<file path="src/common/cs_buffer_pkg.sv">
// Purpose: Shared constants and carriers for the channel status block buffer.
// Assumes: Byte-wide control port, one subframe strobe per transmitted subframe.
// Notes:   Figures used by the logic are named here once, except the strap frame numbers 1, 2, 3 and 15.
package cs_buffer_pkg;

  localparam logic [7:0] BUF_BASE_ADDR   = 8'h20;   // Word zero of the staging buffer.
  localparam int         BUF_WORDS       = 24;      // Words per block buffer.
  localparam int         FRAMES_PER_BLK  = 192;     // Frames in one status block.
  localparam logic [7:0] LAST_FRAME      = 8'hBF;   // Frame index 191.
  localparam logic [4:0] CHECK_BYTE_IDX  = 5'h17;   // Byte 23 carries the check byte.
  localparam logic [7:0] CRC_INIT        = 8'hFF;   // Check byte preset.
  localparam logic [7:0] CRC_POLY        = 8'h1D;   // x^8+x^4+x^3+x^2+1 without top term.
  localparam logic [1:0] SYNC_HOLD_CLKS  = 2'h3;    // Least high time of block start input.
  localparam logic [7:0] READ_UNMAPPED   = 8'h00;   // Answer to reads outside the buffer.

  // Position of the subframe now on the line.
  typedef struct packed {
    logic [7:0] frame;
    logic       chan_b;
  } sub_pos_t;

  // Pin-strapped status entry inputs.
  typedef struct packed {
    logic copy_bit;
    logic generation;
    logic emphasis_n;
    logic audio_n;
  } hw_pins_t;

endpackage

</file>
<file path="src/logic/channel_status_block_buffer.sv">
// Purpose: Staging and transmit buffers for channel status with check byte insertion.
// Assumes: One ref_clk domain; pins are synchronised here before use.
// Notes:   Transmit bit is presented the cycle after each subframe strobe.
`timescale 1ns/1ps
`default_nettype none
module channel_status_block_buffer (
  input  wire logic                    ref_clk,           // 100 MHz master clock.
  input  wire logic                    rst_n,             // Synchronous reset, active low.
  input  wire logic [7:0]              ctl_addr,          // Control port byte address.
  input  wire logic [7:0]              ctl_wdata,         // Control port write byte.
  input  wire logic                    ctl_wr,            // Write strobe, one cycle.
  input  wire logic                    ctl_rd,            // Read strobe, one cycle.
  input  wire logic                    ctl_frame_start,   // New control transaction, resets byte phase.
  output logic      [7:0]              ctl_rdata,         // Read byte, valid cycle after ctl_rd.
  input  wire logic                    one_byte_mode,     // One byte per word access.
  input  wire logic                    read_chan_b,       // One byte mode reads channel B.
  input  wire logic                    copy_inhibit,      // Blocks staging to transmit copies.
  input  wire logic                    copy_irq_enable,   // Lets copies raise the interrupt.
  output logic                         copy_irq,          // Pulse on each enabled copy.
  input  wire logic                    hw_mode,           // Pin-strapped status entry.
  input  wire logic                    hw_status_entry_select, // High: serial status pin.
  input  wire cs_buffer_pkg::hw_pins_t hw_pins,           // Copy, generation, emphasis, audio pins.
  input  wire logic                    serial_status_in,  // Serial status bit pin.
  input  wire logic                    block_start_direction, // High: block start is output.
  input  wire logic                    block_start_sync_in,   // Block start pin level.
  output logic                         block_start_sync_out,  // Block start drive value.
  output logic                         block_start_sync_oe_n, // Low while driving the pin.
  input  wire logic                    subframe_strobe,   // Encoder starts a subframe.
  output logic                         cs_bit             // Status bit for current subframe.
);
  import cs_buffer_pkg::*;

  //////////////////////////////////////////////////////////////////////////////
  // Storage: staging buffer visible to the host, transmit buffer for the encoder.
  logic [15:0] stage_mem [BUF_WORDS];
  logic [15:0] xmit_mem  [BUF_WORDS];

  sub_pos_t    pos_reg;
  sub_pos_t    pos_next;
  logic        copy_now;
  logic        byte_phase_reg;
  logic [7:0]  crc_a_reg;
  logic [7:0]  crc_b_reg;
  logic        pro_a_reg;
  logic        pro_b_reg;
  logic [1:0]  hold_cnt_reg;
  logic        restart_armed_reg;
  hw_pins_t    pins_s1_reg;
  hw_pins_t    pins_s2_reg;
  logic [3:0]  misc_s1_reg;
  logic [3:0]  misc_s2_reg;
  logic        serial_s;
  logic        sync_in_s;
  logic        dir_s;
  logic        entry_sel_s;
  logic        buf_hit;
  logic [4:0]  word_idx;
  logic [15:0] tx_word;
  logic        raw_bit;
  logic        out_bit;
  logic        send_crc;
  logic [4:0]  byte_idx;
  logic [2:0]  bit_idx;

  // One step of the check byte polynomial, shared by both channels.
  function automatic logic [7:0] crc_step(input logic [7:0] crc, input logic bit_in);
    logic fb;
    fb = crc[7] ^ bit_in;
    crc_step = {crc[6:0], 1'b0} ^ (fb ? CRC_POLY : 8'h00);
  endfunction

  //////////////////////////////////////////////////////////////////////////////
  // Two flip-flop synchronisers for every pin; only the second stage is read.
  always_ff @(posedge ref_clk) begin
    if (!rst_n) begin
      pins_s1_reg <= '0;
      pins_s2_reg <= '0;
      misc_s1_reg <= 4'h0;
      misc_s2_reg <= 4'h0;
    end else begin
      pins_s1_reg <= hw_pins;
      pins_s2_reg <= pins_s1_reg;
      misc_s1_reg <= {serial_status_in, block_start_sync_in, block_start_direction, hw_status_entry_select};
      misc_s2_reg <= misc_s1_reg;
    end
  end
  assign serial_s    = misc_s2_reg[3];
  assign sync_in_s   = misc_s2_reg[2];
  assign dir_s       = misc_s2_reg[1];
  assign entry_sel_s = misc_s2_reg[0];

  //////////////////////////////////////////////////////////////////////////////
  // Control port decode of the staging buffer.
  assign buf_hit  = (ctl_addr >= BUF_BASE_ADDR) && (ctl_addr < BUF_BASE_ADDR + 8'(BUF_WORDS));
  assign word_idx = 5'(ctl_addr - BUF_BASE_ADDR);

  // Host writes; one byte mode copies the byte into both halves.
  always_ff @(posedge ref_clk) begin
    if (ctl_wr && buf_hit) begin
      if (one_byte_mode) begin
        stage_mem[word_idx] <= {ctl_wdata, ctl_wdata};
      end else if (!byte_phase_reg) begin
        stage_mem[word_idx][15:8] <= ctl_wdata;
      end else begin
        stage_mem[word_idx][7:0] <= ctl_wdata;
      end
    end
  end

  // Two byte mode alternates channel A then B for each buffer access.
  always_ff @(posedge ref_clk) begin
    if (!rst_n || ctl_frame_start) begin
      byte_phase_reg <= 1'b0;
    end else if ((ctl_wr || ctl_rd) && buf_hit && !one_byte_mode) begin
      byte_phase_reg <= ~byte_phase_reg;
    end
  end

  // Registered read answer; outside the buffer it reads as zero.
  always_ff @(posedge ref_clk) begin
    if (!rst_n) begin
      ctl_rdata <= READ_UNMAPPED;
    end else if (ctl_rd) begin
      if (!buf_hit) begin
        ctl_rdata <= READ_UNMAPPED;
      end else if (one_byte_mode ? read_chan_b : byte_phase_reg) begin
        ctl_rdata <= stage_mem[word_idx][7:0];
      end else begin
        ctl_rdata <= stage_mem[word_idx][15:8];
      end
    end
  end

  //////////////////////////////////////////////////////////////////////////////
  // Block start input: three clocks high arms a restart at the next subframe.
  always_ff @(posedge ref_clk) begin
    if (!rst_n) begin
      hold_cnt_reg      <= 2'h0;
      restart_armed_reg <= 1'b0;
    end else begin
      hold_cnt_reg <= (sync_in_s && !dir_s) ? ((hold_cnt_reg == SYNC_HOLD_CLKS) ? hold_cnt_reg : hold_cnt_reg + 2'h1)
                                             : 2'h0;
      if (hold_cnt_reg == SYNC_HOLD_CLKS) begin
        restart_armed_reg <= 1'b1;
      end else if (subframe_strobe) begin
        restart_armed_reg <= 1'b0;
      end
    end
  end

  //////////////////////////////////////////////////////////////////////////////
  // Position tracking; wrap or forced restart marks a block boundary.
  always_comb begin
    pos_next = pos_reg;
    if (restart_armed_reg) begin
      pos_next = '0;
    end else if (!pos_reg.chan_b) begin
      pos_next.chan_b = 1'b1;
    end else begin
      pos_next.chan_b = 1'b0;
      pos_next.frame  = (pos_reg.frame == LAST_FRAME) ? 8'h00 : pos_reg.frame + 8'h01;
    end
  end

  // Copy only at a boundary so a block never changes in flight.
  assign copy_now = subframe_strobe && (pos_next == '0) && !copy_inhibit;

  // Reset parks on the last subframe so the first strobe opens block zero.
  always_ff @(posedge ref_clk) begin
    if (!rst_n) begin
      pos_reg <= '{frame: LAST_FRAME, chan_b: 1'b1};
    end else if (subframe_strobe) begin
      pos_reg <= pos_next;
    end
  end

  // Whole-block copy; without it the old block is sent again.
  always_ff @(posedge ref_clk) begin
    if (copy_now) begin
      xmit_mem <= stage_mem;
    end
  end

  // Copy event pulse, gated by its enable.
  always_ff @(posedge ref_clk) begin
    if (!rst_n) begin
      copy_irq <= 1'b0;
    end else begin
      copy_irq <= copy_now && copy_irq_enable;
    end
  end

  //////////////////////////////////////////////////////////////////////////////
  // Bit selection for the subframe that is starting.
  assign byte_idx = pos_next.frame[7:3];
  assign bit_idx  = 3'h7 - pos_next.frame[2:0];
  assign tx_word  = copy_now ? stage_mem[byte_idx] : xmit_mem[byte_idx];

  // Source of the raw bit: transmit buffer, serial pin or strapped pins.
  always_comb begin
    raw_bit = 1'b0;
    if (!hw_mode) begin
      raw_bit = pos_next.chan_b ? tx_word[{1'b0, bit_idx}] : tx_word[{1'b1, bit_idx}];
    end else if (entry_sel_s) begin
      raw_bit = serial_s;
    end else begin
      // Consumer block built from the straps; professional flag stays zero.
      case (pos_next.frame)
        8'h01:   raw_bit = pins_s2_reg.audio_n;
        8'h02:   raw_bit = pins_s2_reg.copy_bit;
        8'h03:   raw_bit = ~pins_s2_reg.emphasis_n;
        8'h0F:   raw_bit = pins_s2_reg.generation;
        default: raw_bit = 1'b0;
      endcase
    end
  end

  // Professional blocks get the computed check byte in byte 23.
  assign send_crc = (byte_idx == CHECK_BYTE_IDX) && (hw_mode ? entry_sel_s : 1'b1) &&
                    (pos_next.chan_b ? pro_b_reg : pro_a_reg);
  assign out_bit  = send_crc ? (pos_next.chan_b ? crc_b_reg[bit_idx] : crc_a_reg[bit_idx]) : raw_bit;

  // Per channel check byte and professional flag, run as bits go out.
  always_ff @(posedge ref_clk) begin
    if (!rst_n) begin
      crc_a_reg <= CRC_INIT;
      crc_b_reg <= CRC_INIT;
      pro_a_reg <= 1'b0;
      pro_b_reg <= 1'b0;
    end else if (subframe_strobe && (byte_idx != CHECK_BYTE_IDX)) begin
      if (pos_next.chan_b) begin
        crc_b_reg <= crc_step((pos_next.frame == 8'h00) ? CRC_INIT : crc_b_reg, raw_bit);
        if (pos_next.frame == 8'h00) begin
          pro_b_reg <= raw_bit;
        end
      end else begin
        crc_a_reg <= crc_step((pos_next.frame == 8'h00) ? CRC_INIT : crc_a_reg, raw_bit);
        if (pos_next.frame == 8'h00) begin
          pro_a_reg <= raw_bit;
        end
      end
    end
  end

  // Encoder bit and block start output, both registered.
  always_ff @(posedge ref_clk) begin
    if (!rst_n) begin
      cs_bit               <= 1'b0;
      block_start_sync_out <= 1'b0;
    end else if (subframe_strobe) begin
      cs_bit               <= out_bit;
      block_start_sync_out <= (pos_next == '0);
    end
  end

  // Drive the pin only when configured as the block start master.
  assign block_start_sync_oe_n = ~dir_s;

endmodule // channel_status_block_buffer
`default_nettype wire

</file>
<file path="config.mk">
export PLATFORM = sky130hd
export DESIGN_NAME = channel_status_block_buffer
export DESIGN_NICKNAME = d
export VERILOG_FILES = /design/src/common/cs_buffer_pkg.sv /design/src/logic/channel_status_block_buffer.sv
export SDC_FILE = /design/constraint.sdc
export NUM_CORES = 2
export LEC_CHECK = 0
export ABC_AREA = 1
export ABC_CLOCK_PERIOD_IN_PS = 11900
export BUFFER_PORTS_ARGS = -buffer_cell sky130_fd_sc_hd__buf_4
export CAP_MARGIN = 20
export CORE_UTILIZATION = 40
export CTS_CLUSTER_DIAMETER = 100
export DETAILED_ROUTE_END_ITERATION = 10
export PLACE_DENSITY = 0.61
export SYNTH_ARGS = -nofsm -noshare
export SYNTH_HDL_FRONTEND = slang
export SYNTH_SLANG_ARGS = --single-unit
</file>
<file path="constraint.sdc">
create_clock -name ref_clk -period 11.9 [get_ports ref_clk]
set_input_delay 1.19 -clock ref_clk [delete_from_list [all_inputs] [get_ports ref_clk]]
set_output_delay 1.19 -clock ref_clk [all_outputs]
set_load 0.005 [all_outputs]
</file>
---- Word level (Yosys, flattened, before mapping) ----
Cells that the tools add are included.
Widths: inputs -> output; s select.
word-level totals
  logic and storage cells ................. 177
  memory bits (writable) .................. 0
  output and inout bits ................... 12
  memories kept ........................... 0
  bits in read-only memories .............. 0
  flip-flop bits (word level) ............. 826
  input bits .............................. 35
  latch bits .............................. 0
operators by class
  add/subtract/negate cells ............... 4
  $mul .................................... 0
  reductions and logical operators ........ 26
  bitwise operators ....................... 10
  divide/modulo/power cells ............... 0
  multiplexer cells ....................... 50
  order comparisons ....................... 8
  shifts and indexed selects .............. 0
  equality and inequality tests ........... 8
operators with widths
  cell                 count
  $bwmux 384           3
  $mux 384             2
  $bmux 16 s5          3
  $demux 16 s5         3
  $mux 16              9
  $mux 8               7
  $eq 8x2->1 const B   2
  $xor 8x5->8          2
  $mux 1               15
  $bmux 1 s3           4
  $ge 6x6->1 const B   2
  $logic_and 1x1->1    12
  $not 5->6            2
  $mux 5               2
  $logic_not 9->1      1
  $mux 9               1
  $add 8x1->8 const B  1
  $eq 8x1->1 const B   1
  $eq 8x4->1 const B   1
  $eq 8x8->1 const B   1
  $ge 8x6->1 const B   1
  $logic_not 8->1      1
  $lt 8x6->1 const B   1
  $lt 6x1->1 const B   1
  17 further kinds     28

---- Longest topological paths before layout ----
  depth in word-level cells ............... 16
  gate-level depth with buffers ........... 27
  gate-level depth less buffers ........... 26

---- Worst setup path before layout ----
OpenSTA, ideal clock, no wires.
  kind .................................... in2reg
  start point ............................. input one_byte_mode
  end point ............................... register stage_mem[104] (netlist name), enable pin
  path buffers ............................ 2
  data required time ...................... 11,154 ps
  slack ................................... 1,454 ps
  arrival time ............................ 9,700 ps
  library setup time ...................... 746 ps
  stages on the path ...................... 4
  cells stage by stage .................... nor2_1 clkbuf_1 buf_1 nor2_1
RTL lines
  what                             line                                RTL
  from (decl)                      channel_status_block_buffer.sv:15   input wire logic one_byte_mode,
  to (signal, indexed assignment)  channel_status_block_buffer.sv:101  stage_mem[word_idx] <= {ctl_wdata, ctl_wdata};
  to (signal, indexed assignment)  channel_status_block_buffer.sv:103  stage_mem[word_idx][15:8] <= ctl_wdata;
  to (signal, indexed assignment)  channel_status_block_buffer.sv:105  stage_mem[word_idx][7:0] <= ctl_wdata;
  to (decl)                        channel_status_block_buffer.sv:35   logic [15:0] stage_mem [BUF_WORDS];

---- Worst setup path in the final report ----
  start point ............................. register pos_reg[1] (netlist name)
  end point ............................... register crc_b_reg[3]
between the ends
  longest elaborated chain between the ends .. 16
  elaborated cells on any way between the ends .. 37
  classes of those cells .................. add/sub: 2; eq/ne: 6; mux: 20; bitwise: 3; reduce/logical: 6
ends and longest elaborated chain
  what                                              line                                RTL
  from (decl)                                       channel_status_block_buffer.sv:38   sub_pos_t pos_reg;
  from (signal assigned)                            channel_status_block_buffer.sv:171  pos_reg <= '{frame: LAST_FRAME, chan_b: 1'b1};
  from (signal assigned)                            channel_status_block_buffer.sv:173  pos_reg <= pos_next;
  $add 8x1->8 / $eq 8x8->1 (equally long branches)  channel_status_block_buffer.sv:161  pos_next.frame = (pos_reg.frame == LAST_FRAME) ? 8'h00 : pos_reg.frame + 8'h01;
  $mux 8                                            channel_status_block_buffer.sv:161
  $mux 8 (*)                                        channel_status_block_buffer.sv:157  end else if (!pos_reg.chan_b) begin
  $mux 9 (*)                                        channel_status_block_buffer.sv:155  if (restart_armed_reg) begin
  $not 5->6 (not written as such)                   channel_status_block_buffer.sv:197  assign tx_word = copy_now ? stage_mem[byte_idx] : xmit_mem[byte_idx];
  $bmux 16 s5                                       channel_status_block_buffer.sv:197
  $mux 16 (not written as such) (2 in series)       channel_status_block_buffer.sv:197
  $mux 16                                           channel_status_block_buffer.sv:197
  $bmux 1 s3                                        channel_status_block_buffer.sv:203  raw_bit = pos_next.chan_b ? tx_word[{1'b0, bit_idx}] : tx_word[{1'b1, bit_idx}];
  $mux 1 (not written as such)                      channel_status_block_buffer.sv:203
  $mux 1                                            channel_status_block_buffer.sv:203
  $mux 1                                            channel_status_block_buffer.sv:202  if (!hw_mode) begin
  $xor 1x1->1                                       channel_status_block_buffer.sv:68   fb = crc[7] ^ bit_in;
  $mux 5                                            channel_status_block_buffer.sv:69   crc_step = {crc[6:0], 1'b0} ^ (fb ? CRC_POLY : 8'h00);
  $xor 8x5->8                                       channel_status_block_buffer.sv:69
  to (signal assigned)                              channel_status_block_buffer.sv:232  crc_b_reg <= crc_step((pos_next.frame == 8'h00) ? CRC_INIT : crc_b_reg, raw_bit);
  to (decl)                                         channel_status_block_buffer.sv:43   logic [7:0] crc_b_reg;
Mark *: on every way between the ends. The rest lies on a longest branch, timed or not. The select of a mux whose other input is x is not followed.
A chain may end at the register's enable or synchronous reset.

==> metrics.md <==
| Metric | Value |
|---|---|
| CTS tree | `yes` |
| Sw Ratio | `0.286` |
| Cell accounting for the most synthesized area | `edfxtp_1` |
| Critical path fanouts, max | `75` |
| Clk slew on worst S/H paths | `0.06 ns` |
| Via count | `29300` |
| Post-Layout Inst Area | `42500 um^2` |
| Most used cell, CP | `nand2_1` |
| Core Footprint | `between 90000 and 100000 um^2` |
| Clock share of power | `0.398` |
| Crit path DAT | `between 6 and 7 ns` |
| RSZ-0062 raised after global routing | `no` |
| Most common cell in the netlist | `edfxtp_1` |
| Final hold vios | `0` |
| Site Rows | `roughly 110` |
| Pwr Total | `between 0.007 and 0.008 W` |
| Final setup TNS | `0 ns` |
| Die width | `roughly 310 um` |
| R2r startpoint | `pos_reg[1]` |
| WL final | `between 100000 and 150000 um` |
| Crit. End Element | `flop` |
| Synth cell count leaders | `edfxtp_1, nand2_1, nor2_1` |
| Yosys top cell area share | `0.605` |
| P_leak | `16.0 nW` |
| Int Pwr | `about 0.0050 W` |
| Fin util | `0.452` |
| Critical path type | `flop to flop` |
| Slew HR | `0.200` |
| CP endpoint | `crc_b_reg[3]` |
| Initial antenna violation count | `2` |
| Status | `complete, no violations` |
| Setup Skew | `around 0.041 ns` |
| Post-synth top flop | `edfxtp_1` |
| Nets@finish | `approximately 3700` |
| Register bit total from synthesis | `826` |
| Sink Count | `roughly 830` |
| Critical path cell sequence | `ha_1 > nand2_1 > nor2_1 > nand3_4 > nand3_4 > buf_4 > nand2_1 > nor2_1 > nand2_1 > nor2_4 > buf_4 > buf_4 > a31oi_1 > nand2_1 > nand2_1 > nor2_1 > nand2_1 > nand3_2 > nand3_2 > nand3_1 > nand3_1 > nand3_1 > nand2_1` |
| Syn Nets | `around 3800` |
| Hold Path Class | `flop to flop` |
| H-Tree Level Count | `3` |
| Crit path launch | `pos_reg[1]` |
| Share of layout cells above drive strength 1 | `0.0747` |
| DR WL/cell | `25.2 um` |
| CP startpoint kind | `flop` |
| Cells after Synth | `3727` |
| Slew @ Worst Pin | `~1.2 ns` |
| Synth cell types | `45` |
| DRT iter0 DRCs | `4401` |
| Hold_buf cts | `0` |
| Root Buffer | `clkbuf_16` |
| Hpwl dp | `roughly 77000 um` |
| Main area contributors after synthesis | `edfxtp_1, nand2_1, nor2_1` |
| Initial Utilization | `0.406` |
| DR DRC count | `0` |
| Mean Syn Cell Area | `roughly 10 um^2` |
| Clk_lat worst skew | `0.68 ns` |
| Finished Layout Cells | `approximately 5000` |
| Pins over their slew limit | `0` |
| P&R area growth vs syn | `11.4%` |
| Worst R2R Setup Slack | `a little under 6 ns` |
| Synth Warn # | `0` |
| I/O pin count | `47` |
| Total placed cells including tap cells | `approximately 4900` |
| Clock buffer depth | `3` |
| CP max stage delay | `between 0.8 and 0.9 ns` |
| Post-synth EDFFs | `768` |
| Final min period | `6.03 ns` |
| Drt first pass iters | `7` |
| Share of power burned in registers | `0.453` |
| Worst VDD drop | `approximately 0.12 mV` |
| CTS resizes | `0` |
| Required time at the worst-slack endpoint | `12.43 ns` |
| Cell Area, Placed | `~40000 um^2` |
| Period utilization | `0.507` |
| Number of max-cap violations | `0` |
| Fraction of the yosys area taken by sequential cells | `0.635` |
| Worst r2r dst | `crc_b_reg[3]` |
| GR Overflow Total | `0` |
| Logic gate share of total power | `0.149` |
| Switching power | `between 0.002 and 0.0025 W` |
| Vias in the first global route | `between 20000 and 30000` |
| Die area | `between 90000 and 100000 um^2` |
| Largest net degree at the start of global routing | `82` |
| First-pass GRT wire length | `between 150000 and 200000 um` |
| Gr usage total | `0.256` |
| Port bufs | `46` |
| Routability Congestion | `between 0.9 and 1` |
| Die Y-Extent | `between 300 and 400 um` |
| R2R depth | `23` |
| Vias/cell | `5.84` |
| CTS Buf Count | `between 80 and 90` |
| Worst hold stages | `2` |
| Async set-reset flop share out of synthesis | `0` |
| Hold Path Origin | `misc_s1_reg[3]` |
| Final setup vio count | `0` |
| Worst path slowest cell | `buf_4` |
| Max frequency | `between 0.15 and 0.2 GHz` |
| Post-route ant nets | `0` |
| Postcts setup bufs | `0` |
| Post-synth design cell area | `roughly 38000 um^2` |
| Pwr/cell area | `about 170 nW/um^2` |
==> power groups by stage <==
stage                     sequential (W)  clock, W  combinational (W)
after detailed placement         0.00326         0            0.00102
after CTS                        0.00320   0.00282            0.00102
after global routing             0.00320   0.00293            0.00111
after floorplan                  0.00326         0           0.000631
after global placement           0.00326         0            0.00101
final                            0.00320   0.00281            0.00105
==> through the flow <==
stage          setup WS (ns)  hold slack [ns]
2_1_floorplan           1.45            0.390
3_3_place_gp            6.08            0.395
3_5_place_dp            5.90            0.402
4_1_cts                 5.85            0.422
5_1_grt                 5.31            0.450
6_report                5.87            0.416
==> layout make-up <==
class,instances,area (um^2)
antenna,1,2.50
clock buffer,104,2290
clock inverter,58,623
fill,8732,51400
inverter,437,1640
multi-input combinational,2235,11300
sequential,826,24200
tap,1254,1570
timing repair buffer,102,798
==> layout by cell type (no fill, tap or decap), types with 9 or more instances in the layout <==
cell       Yosys  final
clkbuf_1     134     14
a22oi_1       53     53
bufinv_16      0     10
nand3b_1      28     28
buf_4          9     99
a211oi_1     196    196
clkinv_1       7     27
clkinv_2       0     16
a21oi_1       97     97
edfxtp_1     768    768
a221oi_1      33     33
nand3_1      241    240
o2111ai_1      9      9
inv_1        420    418
clkbuf_16      0     89
o211ai_1      21     21
nand4_1       33     33
o221ai_1      61     61
dfxtp_1       58     58
nor2_1       506    500
nor2_4         5     12
nand2_1      590    588
o22ai_1       35     35
o21ai_0      270    269
inv_2         10     10
==> routing by layer <==
layer  global-route usage  share of wire
met5                    0        0.00021
met2                0.390           0.45
met1                0.361           0.41
met3               0.0525           0.11
met4               0.0917          0.036
==> cell families (layout without fill, tap and decap cells) <==
| group | Yosys count | in the layout | synth area share |
|---|---|---|---|
| DFF | 826 | 826 | 0.635 |
| adders and majority gates | 2 | 2 | 0.000656 |
| buffers and inverters | 666 | 701 | 0.0701 |
| AOI/OAI and AO/OA | 796 | 796 | 0.135 |
| xor gates and xnor gates | 1 | 1 | 0.000230 |
| other | 0 | 1 | 0 |
| and+or+nand+nor | 1436 | 1436 | 0.159 |
==> critical path, delay by kind of cell, from the launching register on <==
family                     cells  cell delay (ns)
AOI/OAI and AO/OA              1             0.18
adders and majority gates      1             0.21
buffers and inverters          3             2.16
DFF                            1             0.39
and+or+nand+nor               18             2.88
==> worst min-delay path by stage <==
stage                     end  slack, ns
2_1_floorplan  misc_s2_reg[0]       0.39
3_3_place_gp   misc_s2_reg[1]       0.40
3_5_place_dp   misc_s2_reg[2]       0.40
4_1_cts        misc_s2_reg[3]       0.42
5_1_grt         xmit_mem[373]       0.45
6_report       misc_s2_reg[3]       0.42
Power figures use the tool's default switching activity.
